==> config.mk <==
export PLATFORM = sky130hd
export DESIGN_NAME = ptms_top
export DESIGN_NICKNAME = d
export VERILOG_FILES = /design/src/core/ptms_pkg.sv /design/src/core/ptms_chan_decode.sv /design/src/core/ptms_group_update.sv /design/src/core/ptms_top.sv
export VERILOG_INCLUDE_DIRS = /design/src /design/src/core
export SDC_FILE = /design/constraint.sdc
export NUM_CORES = 1
export LEC_CHECK = 0
export BUFFER_PORTS_ARGS = -buffer_cell sky130_fd_sc_hd__buf_2
export CORE_MARGIN = 2
export CORE_UTILIZATION = 33
export DETAILED_ROUTE_END_ITERATION = 16
export SLEW_MARGIN = 20
export SYNTH_ARGS = -nofsm -noshare
export SYNTH_HDL_FRONTEND = slang
export SYNTH_SLANG_ARGS = --single-unit
==> constraint.sdc <==
create_clock -name i_sys_clk -period 1.37 [get_ports i_sys_clk]
set_input_delay 0.274 -clock i_sys_clk [delete_from_list [all_inputs] [get_ports i_sys_clk]]
set_output_delay 0.274 -clock i_sys_clk [all_outputs]
set_load 0.02 [all_outputs]
==> src/core/ptms_consts.svh <==
// constants of the pattern trigger mode select block
`ifndef PTMS_CONSTS_SVH
`define PTMS_CONSTS_SVH
// ****************************************
// register map
// ****************************************
`define PTMS_ADDR_W        3
`define PTMS_OFS_TRIG_SEL  3'h0
`define PTMS_OFS_MODE      3'h1
`define PTMS_OFS_NEXT_LO   3'h2
`define PTMS_OFS_NEXT_HI   3'h3
`define PTMS_OFS_ENA_LO    3'h4
`define PTMS_OFS_ENA_HI    3'h5
`define PTMS_OFS_PORT_LO   3'h6
`define PTMS_OFS_PORT_HI   3'h7
// ****************************************
// reset values and fields
// ****************************************
`define PTMS_TRIG_SEL_RST  8'hff
`define PTMS_MODE_RST      8'hf0
`define PTMS_MODE_RSVD     8'hf0
`define PTMS_ZERO8         8'h00
`define PTMS_SEL_W         2
`define PTMS_NUM_GRP       4
`define PTMS_NUM_CHAN      4
`endif

==> src/core/ptms_pkg.sv <==
// types of the pattern trigger mode select block
package ptms_pkg;
    typedef struct packed {
        logic [3:0] match_a;
        logic [3:0] match_b;
    } ptms_events_s;
    typedef logic [3:0] ptms_nib_t;
endpackage

==> src/core/ptms_chan_decode.sv <==
// one-hot decode of a group's two channel select bits
`timescale 1ns/1ns
`default_nettype none
module ptms_chan_decode (
    // select code
    input  wire logic [1:0] i_sel,
    // one-hot channel choice
    output logic      [3:0] o_onehot
);
    assign o_onehot = 4'h1 << i_sel;
endmodule
`default_nettype wire

==> src/core/ptms_group_update.sv <==
// next value of one four-pin group of port data
`timescale 1ns/1ns
`default_nettype none
module ptms_group_update (
    // trigger and mode
    input  wire logic       i_hit_a,
    input  wire logic       i_hit_b,
    input  wire logic       i_nonoverlap,
    // data
    input  wire logic [3:0] i_next,
    input  wire logic [3:0] i_enable,
    input  wire logic [3:0] i_port,
    output logic      [3:0] o_port
);
    wire logic [3:0] copy_a;
    wire logic [3:0] copy_b;
    wire logic [3:0] copy_m;
    assign copy_a = {4{i_hit_a}} & i_enable;
    assign copy_b = {4{i_hit_b & i_nonoverlap}} & i_enable & ~i_next;
    assign copy_m = copy_a | copy_b;
    assign o_port = (copy_m & i_next) | (~copy_m & i_port);
endmodule
`default_nettype wire

==> src/core/ptms_top.sv <==
// pattern trigger mode select: registers, trigger routing and port data
`timescale 1ns/1ns
`default_nettype none
`include "ptms_consts.svh"
module ptms_top (
    // clock and reset
    input  wire logic                     i_sys_clk,
    input  wire logic                     i_reset,
    input  wire logic                     i_hw_standby,
    // register port
    input  wire logic [`PTMS_ADDR_W-1:0]  i_addr,
    input  wire logic [7:0]               i_wdata,
    input  wire logic                     i_wr,
    input  wire logic                     i_rd,
    output logic      [7:0]               o_rdata,
    // timer channel compare events
    input  wire ptms_pkg::ptms_events_s   i_events,
    // pattern pins
    output logic      [15:0]              o_pattern_pin,
    output logic      [3:0]               o_group_update
);
    // ****************************************
    // registers
    // ****************************************
    logic [7:0]  trig_sel_q;
    logic [3:0]  mode_q;
    logic [15:0] next_q;
    logic [15:0] ena_q;
    logic [15:0] port_q;
    logic [15:0] port_d;
    logic [7:0]  rdata_q;
    logic [3:0]  upd_q;

    wire logic        clr;
    wire logic        wr_sel;
    wire logic        wr_mode;
    wire logic [7:0]  rd_mux;
    wire logic [3:0]  grp_hit_a;
    wire logic [3:0]  grp_hit_b;

    // standby behaves as reset; software standby is not an input, so nothing clears
    assign clr     = i_reset | i_hw_standby;
    assign wr_sel  = i_wr & (i_addr == `PTMS_OFS_TRIG_SEL);
    assign wr_mode = i_wr & (i_addr == `PTMS_OFS_MODE);

    always_ff @(posedge i_sys_clk) begin
        if (clr) begin
            trig_sel_q <= `PTMS_TRIG_SEL_RST;
        end else if (wr_sel) begin
            trig_sel_q <= i_wdata;
        end
    end

    always_ff @(posedge i_sys_clk) begin
        if (clr) begin
            mode_q <= 4'(`PTMS_MODE_RST & 8'h0f);
        end else if (wr_mode) begin
            mode_q <= i_wdata[3:0];
        end
    end

    always_ff @(posedge i_sys_clk) begin
        if (clr) begin
            next_q <= 16'h0000;
            ena_q  <= 16'h0000;
        end else if (i_wr) begin
            if (i_addr == `PTMS_OFS_NEXT_LO) begin
                next_q[7:0] <= i_wdata;
            end
            if (i_addr == `PTMS_OFS_NEXT_HI) begin
                next_q[15:8] <= i_wdata;
            end
            if (i_addr == `PTMS_OFS_ENA_LO) begin
                ena_q[7:0] <= i_wdata;
            end
            if (i_addr == `PTMS_OFS_ENA_HI) begin
                ena_q[15:8] <= i_wdata;
            end
        end
    end

    // ****************************************
    // trigger routing per group
    // ****************************************
    genvar g;
    generate
        for (g = 0; g < `PTMS_NUM_GRP; g = g + 1) begin : gen_grp
            wire logic [3:0] onehot;
            ptms_chan_decode u_dec (
                .i_sel    (trig_sel_q[2*g+1:2*g]),
                .o_onehot (onehot)
            );
            assign grp_hit_a[g] = |(onehot & i_events.match_a);
            assign grp_hit_b[g] = |(onehot & i_events.match_b);
            ptms_group_update u_upd (
                .i_hit_a      (grp_hit_a[g]),
                .i_hit_b      (grp_hit_b[g]),
                .i_nonoverlap (mode_q[g]),
                .i_next       (next_q[4*g+3:4*g]),
                .i_enable     (ena_q[4*g+3:4*g]),
                .i_port       (port_q[4*g+3:4*g]),
                .o_port       (port_d[4*g+3:4*g])
            );
        end
    endgenerate

    // port data: software write loses to a trigger copy in the same cycle
    always_ff @(posedge i_sys_clk) begin
        if (clr) begin
            port_q <= 16'h0000;
        end else begin
            port_q <= port_d;
            if (i_wr && i_addr == `PTMS_OFS_PORT_LO) begin
                port_q[7:0] <= (i_wdata & ~ena_q[7:0]) | (port_d[7:0] & ena_q[7:0]);
            end
            if (i_wr && i_addr == `PTMS_OFS_PORT_HI) begin
                port_q[15:8] <= (i_wdata & ~ena_q[15:8]) | (port_d[15:8] & ena_q[15:8]);
            end
        end
    end

    always_ff @(posedge i_sys_clk) begin
        if (clr) begin
            upd_q <= 4'h0;
        end else begin
            upd_q <= grp_hit_a | (grp_hit_b & mode_q);
        end
    end

    // ****************************************
    // read back
    // ****************************************
    assign rd_mux = (i_addr == `PTMS_OFS_TRIG_SEL) ? trig_sel_q :
                    (i_addr == `PTMS_OFS_MODE)     ? (`PTMS_MODE_RSVD | {4'h0, mode_q}) :
                    (i_addr == `PTMS_OFS_NEXT_LO)  ? next_q[7:0] :
                    (i_addr == `PTMS_OFS_NEXT_HI)  ? next_q[15:8] :
                    (i_addr == `PTMS_OFS_ENA_LO)   ? ena_q[7:0] :
                    (i_addr == `PTMS_OFS_ENA_HI)   ? ena_q[15:8] :
                    (i_addr == `PTMS_OFS_PORT_LO)  ? port_q[7:0] :
                                                     port_q[15:8];

    always_ff @(posedge i_sys_clk) begin
        if (clr) begin
            rdata_q <= `PTMS_ZERO8;
        end else if (i_rd) begin
            rdata_q <= rd_mux;
        end else begin
            rdata_q <= `PTMS_ZERO8;
        end
    end

    assign o_rdata        = rdata_q;
    assign o_pattern_pin  = port_q;
    assign o_group_update = upd_q;

    // ****************************************
    // checks
    // ****************************************
    sel_reset_a : assert property (@(posedge i_sys_clk) clr |=> trig_sel_q == 8'hff)
        else $error("trigger select not ff after reset");
    mode_read_a : assert property (@(posedge i_sys_clk) disable iff (clr)
        $past(i_rd) && $past(i_addr) == 3'h1 |-> o_rdata[7:4] == 4'hf)
        else $error("mode reserved bits not one");
    sel_write_a : assert property (@(posedge i_sys_clk) disable iff (clr)
        wr_sel |=> trig_sel_q == $past(i_wdata))
        else $error("trigger select write lost");
    mode_reset_a : assert property (@(posedge i_sys_clk) clr |=> mode_q == 4'h0)
        else $error("mode not cleared");
    hold_idle_a : assert property (@(posedge i_sys_clk) disable iff (clr)
        !i_wr && i_events == '0 |=> o_pattern_pin == $past(o_pattern_pin))
        else $error("pins moved with no trigger");
    normal_b_a : assert property (@(posedge i_sys_clk) disable iff (clr)
        !i_wr && !mode_q[0] && !grp_hit_a[0] |=> o_pattern_pin[3:0] == $past(o_pattern_pin[3:0]))
        else $error("normal group moved without match A");
    copy_a_a : assert property (@(posedge i_sys_clk) disable iff (clr)
        grp_hit_a[0] && !i_wr
        |=> o_pattern_pin[3:0] == (($past(next_q[3:0]) & $past(ena_q[3:0]))
                                   | ($past(o_pattern_pin[3:0]) & ~$past(ena_q[3:0]))))
        else $error("match A did not copy");
    nov_b_a : assert property (@(posedge i_sys_clk) disable iff (clr)
        grp_hit_b[0] && !grp_hit_a[0] && mode_q[0] && !i_wr
        |=> o_pattern_pin[3:0] == ($past(o_pattern_pin[3:0]) & ($past(next_q[3:0]) | ~$past(ena_q[3:0]))))
        else $error("match B copied ones");
    port_write_a : assert property (@(posedge i_sys_clk) disable iff (clr)
        i_wr && i_addr == `PTMS_OFS_PORT_LO && i_events == '0
        |=> o_pattern_pin[7:0] == (($past(i_wdata) & ~$past(ena_q[7:0]))
                                   | ($past(o_pattern_pin[7:0]) & $past(ena_q[7:0]))))
        else $error("port write reached enabled bits");
    update_flag_a : assert property (@(posedge i_sys_clk) disable iff (clr)
        grp_hit_a == 4'hf |=> o_group_update == 4'hf)
        else $error("update flags missing");
endmodule
`default_nettype wire

* Word-level counts from Yosys, hierarchy flattened *
Index checks and enable logic that the tools add are counted.

storage, ports and cells
  bits in registers = 72
  logic and storage cells = 107

operators by class
  equality and inequality tests = 7
  shift operators = 4
  muxes and demuxes = 9
  bitwise operators = 62
  reductions and logical operators = 16

operators by type and width
  kind                                                                number
  4-bit bitwise AND                                                   29
  8-bit 2-to-1 mux                                                    9
  4-bit OR                                                            9
  8-bit bitwise AND                                                   4
  4-bit NOT                                                           8
  4-bit OR reduction                                                  8
  8-bit NOT                                                           2
  8-bit OR                                                            2
  1-bit by 2-bit left shift with 4-bit output (first input constant)  4
  3-bit == test (second input constant)                               4
  2-bit AND reduction                                                 4
  1-bit bitwise AND                                                   6
  3-bit by 2-bit == test with 1-bit output (second input constant)    2
  3-bit by 1-bit == test with 1-bit output (second input constant)    1
  3-bit logical NOT                                                   1
  1-bit logical AND                                                   2
  2-bit OR reduction                                                  1
  1-bit NOT                                                           1
  1-bit OR                                                            1

* Logic depth before layout (Yosys ltp) *
Gate-level depths: netlist of run 1.

  depth in word-level cells = 13
  depth in mapped cells = 7

* Hierarchy *
From an unflattened synthesis of run 1, not the netlist that was laid out.

second synthesis, totals
  cell total of the unflattened synthesis = 496
  area, all modules = 3,679.8 um^2

modules (own cells, without submodules)
  module             instances  cells each  area an instance (um^2)
  ptms_top           1          428         3,304.4
  ptms_group_update  4          13          67.6
  ptms_chan_decode   4          4           26.3

* Worst setup path after synthesis of run 1 *
Ideal clock, no wire load.

  kind = register to register
  start = register trig_sel_q[7]
  end = register port_q[12] (netlist: o_pattern_pin[12])
  setup time = 0.069 ns
  arrival time = 1.382 ns
  setup slack = -0.081 ns
  stages on the path, launching flop included = 5
  buffers on the path = 0
  period minus slack after synthesis = 1.451 ns
  path through = dfxtp_1 mux4_2 a221oi_4 nor2_1 o21ai_1

on the way
  longest elaborated chain between the ends = 13
  elaborated cells between the ends (all ways) = 17
  classes of those cells = shift: 1; mux: 1; bitwise: 13; reduce/logical: 2

RTL lines
  what                                             RTL line                 RTL
  start: declaration                               ptms_top.sv:25           logic [7:0] trig_sel_q;
  start signal: assignment                         ptms_top.sv:48           trig_sel_q <= `PTMS_TRIG_SEL_RST;
  start signal: assignment                         ptms_top.sv:50           trig_sel_q <= i_wdata;
  1-bit by 2-bit left shift with 4-bit output (*)  ptms_chan_decode.sv:10   assign o_onehot = 4'h1 << i_sel;
  4-bit bitwise AND                                ptms_top.sv:94           assign grp_hit_b[g] = |(onehot & i_events.match_b);
  4-bit OR reduction                               ptms_top.sv:94
  1-bit bitwise AND                                ptms_group_update.sv:19  assign copy_b = {4{i_hit_b & i_nonoverlap}} & i_enable & ~i_next;
  4-bit bitwise AND (2 in a row)                   ptms_group_update.sv:19
  4-bit OR (*)                                     ptms_group_update.sv:20  assign copy_m = copy_a | copy_b;
  4-bit NOT                                        ptms_group_update.sv:21  assign o_port = (copy_m & i_next) | (~copy_m & i_port);
  4-bit bitwise AND                                ptms_group_update.sv:21
  4-bit OR (*)                                     ptms_group_update.sv:21
  8-bit bitwise AND                                ptms_top.sv:117          port_q[15:8] <= (i_wdata & ~ena_q[15:8]) | (port_d[15:8] & ena_q[15:8]);
  8-bit OR                                         ptms_top.sv:117
  8-bit 2-to-1 mux (*)                             ptms_top.sv:116          if (i_wr && i_addr == `PTMS_OFS_PORT_HI) begin
  end signal: assignment                           ptms_top.sv:112          port_q <= port_d;
  end signal: assignment                           ptms_top.sv:117
  end: declaration                                 ptms_top.sv:29           logic [15:0] port_q;

Every way passes the cells marked *; elsewhere a longest branch is shown, timed or not.
A chain may end at the register's enable or synchronous reset.

* Final worst setup path of run 1 *
  start = register trig_sel_q[1]
  end = register upd_q[0] (netlist: o_group_update[0])

on the way
  longest elaborated chain between the ends = 5
  elaborated cells between the ends (all ways) = 7
  classes of those cells = shift: 1; bitwise: 4; reduce/logical: 2

RTL lines
  what                                             RTL line                RTL
  1-bit by 2-bit left shift with 4-bit output (*)  ptms_chan_decode.sv:10
  4-bit bitwise AND                                ptms_top.sv:94
  4-bit OR reduction                               ptms_top.sv:94
  4-bit bitwise AND                                ptms_top.sv:126         upd_q <= grp_hit_a | (grp_hit_b & mode_q);
  4-bit OR (*)                                     ptms_top.sv:126
  end signal: assignment                           ptms_top.sv:126
  end: declaration                                 ptms_top.sv:32          logic [3:0] upd_q;

Marks and branches as above.

==> results of run 1 <==
==> critical path, cell delays in order, from the launching register on <==
cell      delay (ns)
dfxtp_4         0.35
mux4_2          0.55
a221oi_4        0.35
buf_4           0.18
nor2_1          0.03
==> metal layers <==
layer  vias up  track usage, %
li1       1765               -
met1      1770            28.0
met2       143            33.6
met3        26            4.64
met4         0            8.75
met5         -               0
==> path summary, 6_finish.rpt <==
path	startpoint	to	slack [ns]	cells after the start
setup / recovery	trig_sel_q[1]	o_group_update[0]	-0.20	4
setup reg to reg	trig_sel_q[1]	o_group_update[0]	-0.20	4
hold / removal	i_wdata[5]	ena_q[13]	0.26	3
hold reg to reg	next_q[12]	next_q[12]	0.47	2
==> kinds of logic after synthesis <==
| kind of cell | share of synthesized area, % |
|---|---|
| muxes | 14.1 |
| and+or+nand+nor | 24.0 |
| DFF | 38.7 |
| buffers and inverters | 4.26 |
| AOI/OAI and AO/OA | 18.9 |
==> cell type report <==
| cell class | instances | area [µm²] |
|---|---|---|
| fill | 1120 | 6120 |
| multi-input combinational | 336 | 2140 |
| sequential | 72 | 1460 |
| timing repair buffer | 116 | 763 |
| clock buffer | 13 | 250 |
| tap | 140 | 175 |
| clock inverter | 3 | 17.5 |
| inverter | 3 | 11.3 |
==> registers in the layout, summed over array words and instances, names as in the netlist <==
register	flops
next_q	16
mode_q	4
trig_sel_q	8
o_group_update	4
o_rdata	8
o_pattern_pin	16
ena_q	16
==> layout by cell type, fill, tap and decap left out, types with 6 or more instances in the layout <==
master      n
and2_1      8
nor2_1     26
mux4_2      7
o21ai_1    18
nand2b_1    6
nand3_1    15
mux2i_1    22
nand2_1    87
a21oi_1    37
buf_2      51
clkbuf_16   9
buf_4      62
or3_1      18
o21ai_0    10
o211ai_1   16
dfxtp_1    68
mux2_2     13
nor2b_1    12
==> what timing repair did <==
item | in CTS | in global routing
endpoints found under the setup margin | 20 | 24
pin swaps | 3 | 5
gates resized for setup | 6 | 4
buffers inserted | 2 | 2
==> stage by stage <==
step           hold WS, ns  power [W]  cell area (µm²)  util [%]  std cells
6_report             0.260    0.00488             4810      44.0        683
5_1_grt              0.267    0.00505             4810      44.0        683
4_1_cts              0.252    0.00489             4790      43.8        681
3_5_place_dp         0.466    0.00277             4490      41.0        663
3_3_place_gp         0.462    0.00276             4490      41.0        663
2_1_floorplan        0.398    0.00251             3730         -        441
==> power by group through the flow <==
stage / Sequential, W / Clock (W) / Combinational [W]
after floorplan: 0.00220 / 0 / 0.000310
after global placement: 0.00219 / 0 / 0.000575
after detailed placement: 0.00219 / 0 / 0.000586
after CTS: 0.00213 / 0.00217 / 0.000592
after global routing: 0.00214 / 0.00226 / 0.000651
final: 0.00213 / 0.00214 / 0.000605
==> flow_summary.json, run 1 <==
{
  "timing.final.max_slew_violations": 0,
  "seq_area_frac_synth_pct": 38.7,
  "tritoncts_num_sinks": 72,
  "tritoncts_clock_tree": "done",
  "fmax_mhz": 638,
  "floorplan.core_area_mm2": 0.0109,
  "worst_hold_class": "input pin to register",
  "fin_setup_tns_ns": -2.81,
  "cts_hold_buffers": 0,
  "areaGrowthSynthToFinish_pct": 29.1,
  "detailed_place_hpwl_um": 9110,
  "worst_clock_skew_ns": 0.00517,
  "first_pass_grt_wire_length_um": 19300,
  "ys_seq_elements": 72,
  "grt.overflow.total": 0,
  "fraction_of_layout_cells_with_a_size_suffix_above_1_pct": 30.4,
  "route.detailed.drc": 0,
  "yosysUniqueCellTypes": 39,
  "dr.first_iter.drc_count": 320,
  "syn-cell-area_mm2": 0.00373,
  "grt_antenna_before_repair": 0,
  "required_ns": 1.60,
  "detail_route.first_pass.iterations": 5,
  "finish.net_count": 562,
  "post_synth_edffs": 0,
  "seq_power_share_pct": 43.7,
  "timing.final.crit_period_ns": 1.57,
  "ir_worst_vdd_v": 0.000440,
  "violations": "setup timing",
  "timing.setup.critical_path_class": "register to register",
  "detail_route.wirelength.met1_um": 5440,
  "grt_use_total_pct": 21.2,
  "postSynthCellCount": 441,
  "detailroute.wirelength.met3_um": 820,
  "synth_warnings": 0,
  "io_pins": 52,
  "met2RoutedLength_um": 5530,
  "master_cell_of_the_clock_root_buffer": "clkbuf_16",
  "synth_fp_nets": 465,
  "site_rows": 38,
  "n_antenna_cell": 0,
  "grt_max_degree": 28,
  "die_height_um": 110,
  "worstSetupEndpointType": "register",
  "chipWidth_um": 110,
  "finalCritPeriodShare_pct": 114,
  "cts_max_level": 3,
  "route.final.wire_length_um": 12100,
  "status": "complete, but fails checks",
  "timing.max_slew.rel_slack_pct": 74.2,
  "avgRoutedWirePerCell_um": 17.7,
  "clockPowerShare_pct": 43.9,
  "die-area_mm2": 0.0122,
  "ant_nets": 0,
  "synth.most_common_cell": "nand2_1",
  "num_vias": 3704,
  "count_of_buffers_from_port_buffering": 51,
  "worst_pin_slew_ns": 0.385,
  "post-place-ws_ns": -0.287,
  "clock_latency_ns": 0.34,
  "switching_share_pct": 25.5,
  "finalHoldViolCount": 0,
  "timing.max_cap.violations": 0,
  "cts-buffers-inserted": 9,
  "postSynth.asyncResetShare_pct": 0,
  "first_global_vias": 3608,
  "p_sw_w": 0.00125,
  "routed_via_density": 5.42,
  "gp_congestion": 0.885,
  "start_util_pct": 34.1,
  "cts.clk_slew.worst_paths_ns": 0.06,
  "p_leak_nw": 1.94,
  "synthTopCellsByCount": "nand2_1, dfxtp_1, a21oi_1",
  "synth_top_cell_area_share_pct": 38.7,
  "highest_layer": "met4",
  "cellPowerDensity_mw_per_mm2": 1010,
  "pwr-share-comb_pct": 12.4,
  "setup_slack_ns": -0.198,
  "library_cell_with_the_largest_summed_area_after_synthesis": "dfxtp_1",
  "grt_setup_unrepaired": "yes",
  "setup-violations-final": 21,
  "synth_top_cells_by_area": "dfxtp_1, nand2_1, mux2i_1",
  "clock_tree.buffer_depth": 2,
  "critPathLaunchType": "register",
  "crit_arrival_ns": 1.80,
  "path_max_fanout": 5,
  "postSynthAreaPerCell_um2": 8.45,
  "internal_power_summed_over_all_cells_w": 0.00364,
  "synth-main-ff-cell": "dfxtp_1"
}
Note: power is estimated with default switching activity, not from simulation.
==> run 2, diff against run 1 <==
==> constraint.sdc (replaced) <==
create_clock -name i_sys_clk -period 1.37 [get_ports i_sys_clk]
set_input_delay 0.137 -clock i_sys_clk [delete_from_list [all_inputs] [get_ports i_sys_clk]]
set_output_delay 0.137 -clock i_sys_clk [all_outputs]
set_load 0.02 [all_outputs]
==> run 2 against run 1 <==
Sequential share of layout area is essentially flat. Count of clock-buffer cells in the layout is 1 lower. Worst hold slack got worse by 0.13 ns. The run still ends with setup timing left. Die area did not move. Non-clock buffer count shrank 9. Via count shrank 2.6%.
==> flow_summary.json, run 2 (synthesis gave the netlist of run 1 again) <==
{
  "start_util_pct": 34.1,
  "total_power_w": 0.00504,
  "clock_latency_ns": 0.34,
  "finalCritPeriodShare_pct": 115,
  "required_ns": 1.63,
  "launching_element_of_the_worst_setup_path": "trig_sel_q[1]",
  "finish.net_count": 553,
  "crit_end": "o_pattern_pin[2]",
  "post-place-ws_ns": -0.207,
  "layout.cells.most_common": "nand2_1",
  "tritoncts_clock_tree": "done",
  "p_leak_nw": 1.92,
  "place_inst": 653,
  "regToRegStartpoint": "trig_sel_q[1]",
  "timing.final.crit_period_ns": 1.58,
  "worst-r2r-setup-slack_ns": -0.21,
  "n_antenna_cell": 0,
  "timing.max_cap.violations": 0,
  "status": "complete, but fails checks",
  "detail_route.first_pass.iterations": 5,
  "cellPowerDensity_mw_per_mm2": 1050,
  "avgRoutedWirePerCell_um": 17.3,
  "timing.setup.critical_path_class": "register to register",
  "first_pass_grt_wire_length_um": 18200,
  "layout.core_utilization_pct": 44.0,
  "master_cell_of_the_clock_root_buffer": "clkbuf_16",
  "fin_cells": 673,
  "crit-reg2reg-capture": "o_pattern_pin[2]",
  "clock_tree.buffer_depth": 2,
  "site_rows": 38,
  "areaGrowthSynthToFinish_pct": 29.0,
  "num_vias": 3608,
  "finalHoldViolCount": 0,
  "routed_via_density": 5.36,
  "route.detailed.drc": 0,
  "detailed_place_hpwl_um": 8630,
  "path_max_fanout": 5,
  "ir_worst_vdd_v": 0.000511,
  "gp_congestion": 0.914,
  "most_frequent_cells_in_the_layout": "nand2_1, dfxtp_1, buf_2, buf_4, a21oi_1",
  "cts_hold_buffers": 0,
  "grt_setup_unrepaired": "yes",
  "timing.max_slew.rel_slack_pct": 64.2,
  "floorplan.core_area_mm2": 0.0109,
  "tritoncts_num_sinks": 72,
  "worst_pin_slew_ns": 0.533,
  "critPathLaunchType": "register",
  "worstSetupEndpointType": "register",
  "grt_max_degree": 45,
  "cts-buffers-inserted": 9,
  "dr.first_iter.drc_count": 291,
  "crit_arrival_ns": 1.84,
  "first_global_vias": 3304,
  "grt.overflow.total": 0,
  "die_height_um": 110,
  "grt_use_total_pct": 20.2,
  "chipWidth_um": 110,
  "setup_slack_ns": -0.211,
  "cts.clk_slew.worst_paths_ns": 0.06,
  "ant_nets": 0,
  "fmax_mhz": 632,
  "whs_ns": 0.134,
  "worst_clock_skew_ns": 0.00809,
  "grt_antenna_before_repair": 0,
  "fraction_of_layout_cells_with_a_size_suffix_above_1_pct": 29.6,
  "route.final.wire_length_um": 11700,
  "worst-r2r-cell-count": 4,
  "count_of_buffers_from_port_buffering": 51,
  "io_pins": 52,
  "worst_hold_class": "input pin to register",
  "die-area_mm2": 0.0122,
  "cts_max_level": 3,
  "setup-violations-final": 20,
  "timing.final.max_slew_violations": 0,
  "violations": "setup timing"
}
==> run 2: changes by cell type in the layout (fill, tap and decap cells not counted) <==
cell       delta
buf_12        +2
clkbuf_1      -1
clkinv_2      -1
o21ai_2       +1
o21ai_1       -1
bufinv_16     +1
a2111oi_2     +2
a2111oi_1     -2
buf_4        -11
nor2_1        +1
nor2_2        -2
nor2_4        +1
==> run 2: timing repair <==
item                       CTS  global route
pin swaps                    2             5
setup endpoints to repair   20            22
buffers inserted             2             3
resized for setup            6             7
==> run 2: how the worst min path moves through the flow <==
stage / startpoint / to / slack [ns] / depth (start not counted)
after floorplan: i_wdata[5] / trig_sel_q[5] / 0.26 / 2
after global placement: next_q[5] / next_q[5] / 0.46 / 2
after detailed placement: next_q[4] / next_q[4] / 0.47 / 2
after CTS: i_wdata[6] / next_q[6] / 0.13 / 3
after global routing: i_wdata[6] / next_q[6] / 0.14 / 3
final: i_wdata[6] / next_q[6] / 0.13 / 3
==> run 2: routing by layer <==
layer	routed length, µm	GRT usage (%)
met1	5450	28.6
met2	5290	31.3
met3	705	3.29
met4	211	6.79
met5	0	0
==> run 2: through the flow <==
step,setup TNS (ns),instance area (µm²)
2_1_floorplan,-0.407,3730
3_3_place_gp,-4.21,4440
3_5_place_dp,-5.68,4440
4_1_cts,-2.38,4760
5_1_grt,-4.00,4810
6_report,-2.61,4810
==> run 2: worst max-delay path: stages, from the launching register on <==
cell      delay [ns]
dfxtp_4         0.36
mux4_2          0.55
a221oi_4        0.36
nor2_1          0.09
o21ai_1         0.15
==> run 2: cell type report <==
class                      instances  area (µm²)
tap                              140         175
sequential                        72        1460
timing repair buffer             107         721
fill                            1121        6130
clock buffer                      12         246
clock inverter                     3        42.5
multi-input combinational        336        2150
inverter                           3        11.3
==> run 2: where the power goes <==
| group | switching (W) | internal [W] |
|---|---|---|
| combinational | 0.000353 | 0.000244 |
| clock | 0.000862 | 0.00145 |
| sequential | 0.0000196 | 0.00211 |
